**config.mk**
```make
export PLATFORM = sky130hd
export DESIGN_NAME = timer_core
export DESIGN_NICKNAME = d
export VERILOG_FILES = /design/src/rtl/timer_pkg.sv /design/src/rtl/timer_prescaler.sv /design/src/rtl/timer_core.sv
export SDC_FILE = /design/constraint.sdc
export NUM_CORES = 1
export LEC_CHECK = 0
export BUFFER_PORTS_ARGS = -buffer_cell sky130_fd_sc_hd__buf_2
export CAP_MARGIN = 20
export CORE_ASPECT_RATIO = 1.1
export CORE_UTILIZATION = 36
export CTS_CLUSTER_SIZE = 16
export DETAILED_ROUTE_END_ITERATION = 10
export SYNTH_ARGS = -nofsm -noshare
export SYNTH_HDL_FRONTEND = slang
export SYNTH_HIERARCHICAL = 1
export SYNTH_SLANG_ARGS = --single-unit
```
**constraint.sdc**
```tcl
create_clock -name CLK -period 3.5 [get_ports CLK]
set_clock_uncertainty 0.15 [all_clocks]
set_input_delay 0.35 -clock CLK [delete_from_list [all_inputs] [get_ports CLK]]
set_output_delay 0.35 -clock CLK [all_outputs]
set_load 0.02 [all_outputs]
```
**src/rtl/timer_pkg.sv**
```systemverilog
// Purpose: shared constants and types of the eight-bit timer core
// Assumes: 32-bit AXI4-Lite register bus, one register per aligned word
// Notes:   register indices are word indices; byte address is index times four
package timer_pkg;

    // ----------------------------------------------------------------
    // bus geometry
    // ----------------------------------------------------------------
    localparam int ADDR_W = 12;
    localparam int IDX_W = 10;
    localparam int DATA_W = 32;
    localparam logic [1:0] RESP_OKAY = 2'h0;
    localparam logic [1:0] RESP_SLVERR = 2'h2;

    // ----------------------------------------------------------------
    // register indices
    // ----------------------------------------------------------------
    localparam logic [IDX_W-1:0] IDX_COUNT = 10'h0EA;
    localparam logic [IDX_W-1:0] IDX_CONTROL = 10'h0EB;
    localparam logic [IDX_W-1:0] IDX_CC0 = 10'h0ED;
    localparam logic [IDX_W-1:0] IDX_FLAG = 10'h0F0;
    localparam logic [IDX_W-1:0] IDX_IRQ_STATUS = 10'h0F1;
    localparam logic [IDX_W-1:0] IDX_IRQ_MASK = 10'h0F2;

    // ----------------------------------------------------------------
    // control field layout and reset values
    // ----------------------------------------------------------------
    localparam int DIV_LSB = 5;
    localparam int DIV_W = 3;
    localparam int START_BIT = 4;
    localparam int OVERFLOW_IRQ_MASK_BIT = 3;
    localparam int CLR_BIT = 2;
    localparam int MODE_LSB = 0;
    localparam logic [DIV_W-1:0] DIV_RST = 3'h0;
    localparam logic START_RST = 1'b0;
    localparam logic OVERFLOW_IRQ_MASK_RST = 1'b1;
    localparam logic [7:0] COUNT_ZERO = 8'h00;
    localparam logic [7:0] COUNT_ONE = 8'h01;
    localparam logic [7:0] COUNT_MAX = 8'hFF;
    localparam int PRE_W = 7;

    // ----------------------------------------------------------------
    // interrupt status layout
    // ----------------------------------------------------------------
    localparam int IRQ_W = 2;
    localparam int IRQ_OVF_BIT = 0;
    localparam int IRQ_DONE_BIT = 1;
    localparam logic [IRQ_W-1:0] IRQ_MASK_RST = 2'h0;
    localparam int FLAG_BIT = 0;

    typedef enum logic [1:0] {MODE_FREE, MODE_DOWN, MODE_MODULO, MODE_UPDOWN} count_mode_t;
    typedef enum logic {DIR_UP, DIR_DOWN} count_dir_t;

endpackage : timer_pkg

```
**src/rtl/timer_prescaler.sv**
```systemverilog
// Purpose: divides the shared tick into active counting edges
// Assumes: tick is a one-cycle pulse synchronous to clk
// Notes:   the division code is used live, so a new code acts at once
`timescale 1ns/1ps
module timer_prescaler import timer_pkg::*; #(
    parameter int PW = PRE_W
) (
    input wire logic clk,
    input wire logic rst_b,
    input wire logic tick,
    input wire logic [DIV_W-1:0] div_code,
    output logic edge_pulse
);

    logic [PW-1:0] pre_q;
    logic [PW-1:0] low_mask;

    always_ff @(posedge clk) begin
        if (!rst_b) begin
            pre_q <= '0;
        end else if (tick) begin
            pre_q <= pre_q + 1'b1;
        end
    end

    // no restart on a code change: the next edge follows the new rate
    always_comb begin
        low_mask = PW'((1 << div_code) - 1);
        edge_pulse = tick && ((pre_q & low_mask) == low_mask);
    end
endmodule : timer_prescaler

```
**src/rtl/timer_core.sv**
```systemverilog
// Purpose: eight-bit timer core with AXI4-Lite register access
// Assumes: TICK is a one-cycle pulse synchronous to CLK
// Notes:   writes act only when byte lane 0 is enabled
`timescale 1ns/1ps
module timer_core import timer_pkg::*; (
    // clock and reset
    input wire logic CLK,
    input wire logic RST_B,
    // timer tick
    input wire logic TICK,
    // write address channel
    input wire logic [ADDR_W-1:0] AWADDR,
    input wire logic AWVALID,
    output logic AWREADY,
    // write data channel
    input wire logic [DATA_W-1:0] WDATA,
    input wire logic [3:0] WSTRB,
    input wire logic WVALID,
    output logic WREADY,
    // write response channel
    output logic [1:0] BRESP,
    output logic BVALID,
    input wire logic BREADY,
    // read address channel
    input wire logic [ADDR_W-1:0] ARADDR,
    input wire logic ARVALID,
    output logic ARREADY,
    // read data channel
    output logic [DATA_W-1:0] RDATA,
    output logic [1:0] RRESP,
    output logic RVALID,
    input wire logic RREADY,
    // interrupt
    output logic IRQ
);

    // ----------------------------------------------------------------
    // declarations
    // ----------------------------------------------------------------
    logic awready_q, wready_q, bvalid_q, arready_q, rvalid_q, irq_q;
    logic [1:0] bresp_q, rresp_q;
    logic [DATA_W-1:0] rdata_q;
    logic aw_full_q, w_full_q;
    logic [IDX_W-1:0] wr_idx_q;
    logic [DATA_W-1:0] wdata_q;
    logic wlane_q;
    logic aw_hs, w_hs, ar_hs, do_wr, wr_go;
    logic aw_full_d, w_full_d, bvalid_d, rvalid_d;
    logic wr_ok, rd_ok;
    logic [IDX_W-1:0] rd_idx;
    logic [DATA_W-1:0] rd_data;
    logic ctrl_wr, cc0_wr, flag_wr, stat_wr, mask_wr;
    logic [DIV_W-1:0] div_q;
    logic start_q, overflow_irq_mask_q;
    count_mode_t mode_q, wr_mode;
    logic [7:0] cc0_q, cnt_q, cnt_d;
    count_dir_t dir_q, dir_d;
    logic edge_pulse, ovf, done_ev, flag_q;
    logic [IRQ_W-1:0] stat_q, mask_q, events;

    assign AWREADY = awready_q;
    assign WREADY = wready_q;
    assign BVALID = bvalid_q;
    assign BRESP = bresp_q;
    assign ARREADY = arready_q;
    assign RVALID = rvalid_q;
    assign RRESP = rresp_q;
    assign RDATA = rdata_q;
    assign IRQ = irq_q;

    // ----------------------------------------------------------------
    // bus handshakes
    // ----------------------------------------------------------------
    always_comb begin
        aw_hs = AWVALID && awready_q;
        w_hs = WVALID && wready_q;
        ar_hs = ARVALID && arready_q;
        do_wr = aw_full_q && w_full_q && !bvalid_q;
        wr_go = do_wr && wlane_q;
        aw_full_d = (aw_full_q || aw_hs) && !do_wr;
        w_full_d = (w_full_q || w_hs) && !do_wr;
        bvalid_d = do_wr || (bvalid_q && !BREADY);
        rvalid_d = ar_hs || (rvalid_q && !RREADY);
        rd_idx = ARADDR[ADDR_W-1:2];
    end

    // address and data are latched separately so either may come first
    always_ff @(posedge CLK) begin
        if (!RST_B) begin
            aw_full_q <= 1'b0;
            w_full_q <= 1'b0;
            awready_q <= 1'b0;
            wready_q <= 1'b0;
            bvalid_q <= 1'b0;
            bresp_q <= RESP_OKAY;
            wr_idx_q <= '0;
            wdata_q <= '0;
            wlane_q <= 1'b0;
        end else begin
            aw_full_q <= aw_full_d;
            w_full_q <= w_full_d;
            awready_q <= !aw_full_d && !bvalid_d;
            wready_q <= !w_full_d && !bvalid_d;
            bvalid_q <= bvalid_d;
            if (aw_hs) begin
                wr_idx_q <= AWADDR[ADDR_W-1:2];
            end
            if (w_hs) begin
                wdata_q <= WDATA;
                wlane_q <= WSTRB[0];
            end
            if (do_wr) begin
                bresp_q <= wr_ok ? RESP_OKAY : RESP_SLVERR;
            end
        end
    end

    // ----------------------------------------------------------------
    // address decode
    // ----------------------------------------------------------------
    always_comb begin
        ctrl_wr = 1'b0;
        cc0_wr = 1'b0;
        flag_wr = 1'b0;
        stat_wr = 1'b0;
        mask_wr = 1'b0;
        wr_ok = 1'b1;
        if (wr_idx_q == IDX_CONTROL) begin
            ctrl_wr = wr_go;
        end else if (wr_idx_q == IDX_CC0) begin
            cc0_wr = wr_go;
        end else if (wr_idx_q == IDX_FLAG) begin
            flag_wr = wr_go;
        end else if (wr_idx_q == IDX_IRQ_STATUS) begin
            stat_wr = wr_go;
        end else if (wr_idx_q == IDX_IRQ_MASK) begin
            mask_wr = wr_go;
        end else if (wr_idx_q != IDX_COUNT) begin
            wr_ok = 1'b0;
        end
        wr_mode = count_mode_t'(wdata_q[MODE_LSB +: 2]);
    end

    always_comb begin
        rd_data = '0;
        rd_ok = 1'b1;
        if (rd_idx == IDX_COUNT) begin
            rd_data[7:0] = cnt_q;
        end else if (rd_idx == IDX_CONTROL) begin
            // clear is never stored, so it reads zero also after any write
            rd_data[7:0] = {div_q, start_q, overflow_irq_mask_q, 1'b0, mode_q};
        end else if (rd_idx == IDX_CC0) begin
            rd_data[7:0] = cc0_q;
        end else if (rd_idx == IDX_FLAG) begin
            rd_data[FLAG_BIT] = flag_q;
        end else if (rd_idx == IDX_IRQ_STATUS) begin
            rd_data[IRQ_W-1:0] = stat_q;
        end else if (rd_idx == IDX_IRQ_MASK) begin
            rd_data[IRQ_W-1:0] = mask_q;
        end else begin
            rd_ok = 1'b0;
        end
    end

    always_ff @(posedge CLK) begin
        if (!RST_B) begin
            arready_q <= 1'b0;
            rvalid_q <= 1'b0;
            rdata_q <= '0;
            rresp_q <= RESP_OKAY;
        end else begin
            arready_q <= !rvalid_d;
            rvalid_q <= rvalid_d;
            if (ar_hs) begin
                rdata_q <= rd_data;
                rresp_q <= rd_ok ? RESP_OKAY : RESP_SLVERR;
            end
        end
    end

    // ----------------------------------------------------------------
    // control and compare registers
    // ----------------------------------------------------------------
    always_ff @(posedge CLK) begin
        if (!RST_B) begin
            div_q <= DIV_RST;
            start_q <= START_RST;
            overflow_irq_mask_q <= OVERFLOW_IRQ_MASK_RST;
            mode_q <= MODE_FREE;
        end else if (ctrl_wr) begin
            div_q <= wdata_q[DIV_LSB +: DIV_W];
            start_q <= wdata_q[START_BIT];
            overflow_irq_mask_q <= wdata_q[OVERFLOW_IRQ_MASK_BIT];
            mode_q <= wr_mode;
        end
    end

    always_ff @(posedge CLK) begin
        if (!RST_B) begin
            cc0_q <= COUNT_ZERO;
        end else if (cc0_wr) begin
            cc0_q <= wdata_q[7:0];
        end
    end

    timer_prescaler #(
        .PW(PRE_W)
    ) u_prescaler (
        .clk(CLK),
        .rst_b(RST_B),
        .tick(TICK),
        .div_code(div_q),
        .edge_pulse(edge_pulse)
    );

    // ----------------------------------------------------------------
    // counter
    // ----------------------------------------------------------------
    always_comb begin
        cnt_d = cnt_q;
        dir_d = dir_q;
        ovf = 1'b0;
        if (ctrl_wr && wdata_q[CLR_BIT]) begin
            cnt_d = COUNT_ZERO;
            dir_d = DIR_UP;
        end else if (ctrl_wr && wr_mode == MODE_DOWN && mode_q != MODE_DOWN) begin
            cnt_d = cc0_q;
        end else if (start_q && edge_pulse) begin
            case (mode_q)
                MODE_FREE: begin
                    cnt_d = cnt_q + 1'b1;
                    ovf = (cnt_q == COUNT_MAX);
                end
                MODE_DOWN: begin
                    if (cnt_q != COUNT_ZERO) begin
                        cnt_d = cnt_q - 1'b1;
                        ovf = (cnt_q == COUNT_ONE);
                    end
                end
                MODE_MODULO: begin
                    // >= so a compare lowered below the count still wraps
                    if (cnt_q >= cc0_q) begin
                        cnt_d = COUNT_ZERO;
                        ovf = 1'b1;
                    end else begin
                        cnt_d = cnt_q + 1'b1;
                    end
                end
                default: begin
                    case (dir_q)
                        DIR_UP: begin
                            if (cnt_q >= cc0_q) begin
                                if (cc0_q != COUNT_ZERO) begin
                                    cnt_d = cnt_q - 1'b1;
                                    dir_d = DIR_DOWN;
                                end
                            end else begin
                                cnt_d = cnt_q + 1'b1;
                            end
                        end
                        default: begin
                            if (cnt_q <= COUNT_ONE) begin
                                cnt_d = COUNT_ZERO;
                                dir_d = DIR_UP;
                                ovf = (cnt_q == COUNT_ONE);
                            end else begin
                                cnt_d = cnt_q - 1'b1;
                            end
                        end
                    endcase
                end
            endcase
        end
        done_ev = ovf && (mode_q == MODE_DOWN);
    end

    always_ff @(posedge CLK) begin
        if (!RST_B) begin
            cnt_q <= COUNT_ZERO;
            dir_q <= DIR_UP;
        end else begin
            cnt_q <= cnt_d;
            dir_q <= dir_d;
        end
    end

    // ----------------------------------------------------------------
    // pending flag and interrupts
    // ----------------------------------------------------------------
    always_comb begin
        events = '0;
        events[IRQ_OVF_BIT] = ovf && overflow_irq_mask_q;
        events[IRQ_DONE_BIT] = done_ev;
    end

    // set wins over any clear arriving in the same cycle
    always_ff @(posedge CLK) begin
        if (!RST_B) begin
            flag_q <= 1'b0;
            stat_q <= '0;
            mask_q <= IRQ_MASK_RST;
            irq_q <= 1'b0;
        end else begin
            flag_q <= ovf || (flag_q && !(flag_wr && !wdata_q[FLAG_BIT]));
            stat_q <= events | (stat_q & ~(stat_wr ? wdata_q[IRQ_W-1:0] : '0));
            if (mask_wr) begin
                mask_q <= wdata_q[IRQ_W-1:0];
            end
            irq_q <= |(stat_q & mask_q);
        end
    end
endmodule : timer_core

```
## Word level (Yosys, flattened, before mapping)

Index checks and enable logic that the tools add are counted.

| operators by class | value |
|---|---|
| add/sub/neg operators | 4 |
| order comparisons | 2 |
| equal/unequal tests | 21 |
| shifts and indexed selects | 1 |
| muxes and demuxes | 59 |
| bitwise gates (word level) | 8 |
| reduce and logical (&&, ||, !) cells | 45 |

Operators by type and width:

| operator | number |
|---|---|
| $eq 10x8->1 const B | 11 |
| $mux 8 | 10 |
| $mux 1 | 40 |
| $pmux 8 s3 | 1 |
| $logic_and 1x1->1 | 21 |
| $reduce_bool 8->1 | 2 |
| $mux 2 | 6 |
| $logic_not 1->1 | 10 |
| $ne 10x8->1 const B | 1 |
| $add 8x1->8 const B | 1 |
| $eq 8x1->1 const B | 1 |
| $eq 8x8->1 const B | 1 |
| $ge 8x8->1 | 1 |
| $le 8x1->1 const B | 1 |
| $sub 8x1->8 const B | 1 |
| $add 7x1->7 const B | 1 |
| $and 7x7->7 | 1 |
| $eq 7x7->1 | 1 |
| $ne 7x3->1 const B | 1 |
| $shl 1x3->7 const A | 1 |
| $sub 7x2->7 const B | 1 |
| $mux 6 | 1 |
| $reduce_and 3->1 | 2 |
| $logic_or 1x1->1 | 5 |
| 13 further kinds | 18 |

| storage, ports and cells | value |
|---|---|
| bits in registers | 75 |
| input bits | 68 |
| word-level logic and storage cells | 165 |

## Depth between registers and ports, before layout

| depth | value |
|---|---|
| depth after elaboration | 11 |
| depth in mapped cells | 12 |
| depth with buffers taken out | 12 |

## Modules after synthesis

Netlist, hierarchy kept.

By module, submodules not included:

| module | instances | cells each | area each (µm²) |
|---|---|---|---|
| timer_core | 1 | 514 | 4106.4 |
| timer_prescaler | 1 | 50 | 431.7 |

## Worst setup path after synthesis

No wires, ideal clock.

| timing path | value |
|---|---|
| path kind | flip-flop to flip-flop |
| start point | register cnt_q[0] |
| end point | register cnt_q[1] |
| setup time | 0.131 ns |
| arrival time | 2.640 ns |
| data required time | 3.219 ns |
| setup slack | 0.579 ns |
| stages on the path, launching flop included | 11 |
| path buffers | 1 |
| clock period less this slack | 2.921 ns |
| cell sequence | dfxtp_1 -> clkbuf_1 -> inv_1 -> ha_1 -> nand2b_1 -> a2111o_1 -> a21o_1 -> a31oi_1 -> o21bai_2 -> a2111oi_2 -> a211oi_1 |

| between the ends | value |
|---|---|
| word-level cells in the longest chain between the ends | 7 |
| elaborated cells on any way between the ends | 17 |

RTL lines:

| item | RTL line | source |
|---|---|---|
| from (decl) | timer_core.sv:56 | `logic [7:0] cc0_q, cnt_q, cnt_d;` |
| from (signal assigned) | timer_core.sv:282 | `cnt_q <= cnt_d;` |
| $sub 8x1->8 | timer_core.sv:236, timer_core.sv:254, timer_core.sv:267 |  |
| $mux 8 | timer_core.sv:253 | `if (cc0_q != COUNT_ZERO) begin` |
| $mux 8 | timer_core.sv:252 | `if (cnt_q >= cc0_q) begin` |
| $mux 8 | timer_core.sv:250 | `case (dir_q)` |
| $pmux 8 s3 | timer_core.sv:229 | `case (mode_q)` |
| $mux 8 | timer_core.sv:228 | `end else if (start_q && edge_pulse) begin` |
| $mux 8 | timer_core.sv:226 | `end else if (ctrl_wr && wr_mode == MODE_DOWN && mode_q != MODE_DOWN) begin` |

Several ways; a longest one is shown, not always the timed one. The select of a mux whose other input is x is not followed.
A chain may end at the register's enable or synchronous reset.

## Worst setup path in the final report

| timing path | value |
|---|---|
| start point | register div_q[2] |
| end point | register cnt_q[1] |

| between the ends | value |
|---|---|
| word-level cells in the longest chain between the ends | 8 |

RTL lines:

| item | RTL line | source |
|---|---|---|
| from (decl) | timer_core.sv:53 | `logic [DIV_W-1:0] div_q;` |
| from (signal assigned) | timer_core.sv:191 | `div_q <= wdata_q[DIV_LSB +: DIV_W];` |
| $shl 1x3->7 (*) | timer_prescaler.sv:28 | `low_mask = PW'((1 << div_code) - 1);` |
| $sub 7x2->7 (*) | timer_prescaler.sv:28 |  |
| $and 7x7->7 | timer_prescaler.sv:29 | `edge_pulse = tick && ((pre_q & low_mask) == low_mask);` |
| $eq 7x7->1 (*) | timer_prescaler.sv:29 |  |
| $logic_and 1x1->1 (*) | timer_prescaler.sv:29 |  |
| via edge_pulse | timer_core.sv:58 | `logic edge_pulse, ovf, done_ev, flag_q;` |
| $logic_and 1x1->1 (*) | timer_core.sv:228 |  |
| $reduce_bool 2->1 (no source line) (*) | -- |  |
| $reduce_and 3->1 (no source line) (*) | -- |  |

Mark *: on every way through the listed nets, which the timed path passes. The rest lies on a longest branch.

==> reports/qor.txt <==
Dpl hpwl: 8142 µm
Initial antenna violation count: 0
First-pass GRT wire length: 18610 µm
Final Hold Viols: 0
Syn. warnings: 6
Total number of vias: 3996
First-pass detailed-route iteration total: 5
Ys flop type: dfxtp_1
Max Clk Rate: 337.4 MHz
Die Area: 0.01306 mm²
Avg Cell Area, Syn: 8.046 µm²
Setup CP Type: reg -> reg
Cell taking the most area after synthesis: dfxtp_1
TritonCTS clock tree: done
RSZ-0062 raised after global routing: no
Register area share after synthesis: 0.3220
Ant. Diodes: 0
GRT Residual Overflow: 0
Postcts setup bufs: 0
I/O pins: 110
Ys async rst share: 0
Vias per cell: 5.224
Synthesized area: 0.004538 mm²
Setup TNS: 0 ps
Share of cells above drive strength 1: 0.1473
Status: finished clean
Crit path cell chain: nor3_1 -> inv_1 -> ha_1 -> o221ai_1 -> a211o_1 -> a311oi_2 -> nand2_1 -> a31oi_1 -> o21bai_2 -> a2111oi_2 -> a211oi_1
Top cell type's share of synthesized area: 0.3220
Pin count of the biggest net entering global routing: 65
Power Density: 365.6 mW/mm²
Slowest stage delay, CP: 380 ps
Total of max-cap violations: 0
Overall routing resource usage: 0.1809
Post-synth EDFFs: 0
Synthesized flop and latch total: 73
Synth-to-layout area growth: 12.68%
Leakage: 2.080 nW
Crit. End Element: register
Clock Path Buffers: 2
Minimum clock period: 2964 ps
Nets: 688
Required time of the critical path: 3550 ps
Mapped Cells: 564
Placed instance area: 0.004838 mm²
Synth cell types: 69
CTS H-tree lvls: 3
Clock transition at path regs: 50 ps
Slowest-stage cell, CP: dfxtp_1
Max-slew headroom: 0.5516
Final GP Congestion: 0.8705
Final period util: 0.8468
DR WL/cell: 14.35 µm
CP max FO: 9
CP Data Arrival Time: 3010 ps
Iteration-0 DRC Markers: 185
Design area: 0.005114 mm²
Root Buffer: clkbuf_16
Final wirelength: 10980 µm
Vias in the first global route: 3896
Chip width: 109.1 µm
Hold_buf cts: 0
Resize count post-CTS: 0
Peak supply drop: 0.2682 mV
Hold WC Path Type: in -> reg
Crit start category: register
Max Slew Vio Count: 0
Starting Density: 0.3738
Top cells by area, synth: dfxtp_1 32%, nand2_1 7.2%, a21boi_0 5.3%, mux2i_1 4.4%, buf_4 4.3%
Core area: 0.01214 mm²
Die Ht: 119.8 µm
Std-Cell Rows: 42
IO buf count: 52
CTS Buf Count: 9
Final WS setup: 536.1 ps
Final setup violation count: 0
Post-place setup slack: 563.7 ps
Clk_lat worst skew: 330 ps
DRC viols: 0
Worst-Margin Slew: 670.1 ps
Clock tree sinks: 73
Routed Antenna Nets: 0
[stage by stage]
stage | hold slack (ps) | instances | total power [mW] | util
final | 123.3 | 765 | 1.870 | 0.4213
after global routing | 123.6 | 765 | 1.958 | 0.4213
after CTS | 111.1 | 765 | 1.897 | 0.4213
after detailed placement | 303.3 | 749 | 1.050 | 0.3986
after global placement | 299.2 | 749 | 1.045 | 0.3986
after floorplan | 288.2 | 589 | 1.019 | -
[cell usage after synthesis, types with 3 or more instances]
library cell and instances:
a31oi_1 6, o221ai_1 4, buf_2 4, nor3_1 9, a21boi_0 32, and3_1 6, nand4_1 8, nand2b_1 5
dfxtp_1 73, nor2_1 26, nand3_1 13, a211oi_1 6, and2_1 14, or3_1 4, ha_1 14, buf_4 26
o211ai_1 12, xnor2_1 12, mux2i_1 20, nor3b_1 5, nor2b_1 16, nand4b_1 3, o21ai_1 3, o21ai_0 27
nand2_1 87, a21oi_1 23, o211a_1 5, clkbuf_1 22, inv_1 21, xor2_1 6, nand3b_1 5
[report_power, final]
group | leakage [nW] | switching (mW) | internal (mW) | total (mW)
clock network | 0.139 | 0.323 | 0.515 | 0.838
registers | 0.593 | 0.0219 | 0.857 | 0.879
logic | 1.35 | 0.0960 | 0.0565 | 0.152
[layout by cell type (no fill, tap or decap), types with 12 or more instances in the layout]
cell type / n
nand2_1: 87
dfxtp_1: 73
buf_2: 52
a21boi_0: 32
o21ai_0: 27
nor2_1: 26
conb_1: 26
a21oi_1: 23
inv_1: 21
mux2i_1: 20
nor2b_1: 16
and2_1: 14
ha_1: 14
nand3_1: 13
xnor2_1: 12
o211ai_1: 12
[layer usage]
metal | global-route usage | up-vias | wire, µm
li1 | - | 2029 | -
met1 | 0.2248 | 1855 | 4987
met2 | 0.3023 | 93 | 5385
met3 | 0.03150 | 19 | 318
met4 | 0.07855 | 0 | 286
met5 | 0 | - | 0
[path summary, 6_finish.rpt]
check	endpoint	depth (start not counted)	slack [ps]	startpoint
setup / recovery	cnt_q[1]	11	540	div_q[2]
setup reg to reg	cnt_q[1]	11	540	div_q[2]
hold reg to reg	wr_idx_q[8]	2	310	wr_idx_q[8]
hold / removal	wlane_q	3	120	WSTRB[0]
[flip-flops by register name, summed over array words and instances (netlist names), 3 cells and up]
| name | count |
|---|---|
| RDATA | 8 |
| u_prescaler/pre_q | 7 |
| wdata_q | 8 |
| wr_idx_q | 10 |
| cnt_q | 8 |
| div_q | 3 |
| cc0_q | 8 |
[cell families (layout without fill, tap and decap cells)]
logic type      Yosys count  count (layout)  share of synthesized area
simple gates            216             216                     0.2473
compound gates          144             144                     0.2217
buf+inv                  77              99                    0.08823
flops                    73              73                     0.3220
mux                      21              21                    0.04659
xor+xnor                 18              18                    0.03474
fa+ha+maj                14              14                    0.03860
other cells               1              26                  0.0008263
[worst max-delay path: cells and delay by family (launching register included)]
kind	cells	cell delay, ps
AOI/OAI and AO/OA	7	1570
and+or+nand+nor	2	390
DFF	1	380
adders and majority gates	1	270
buffers and inverters	1	70
[final cells by class]
class | instances | area (µm²)
fill | 1252 | 7025
tap | 154 | 192.7
clock buffer | 13 | 260.3
timing repair buffer | 62 | 335.3
clock inverter | 3 | 15.01
multi-input combinational | 439 | 2770
sequential | 73 | 1461
inverter | 21 | 78.83
Power figures use the tool's default switching activity.
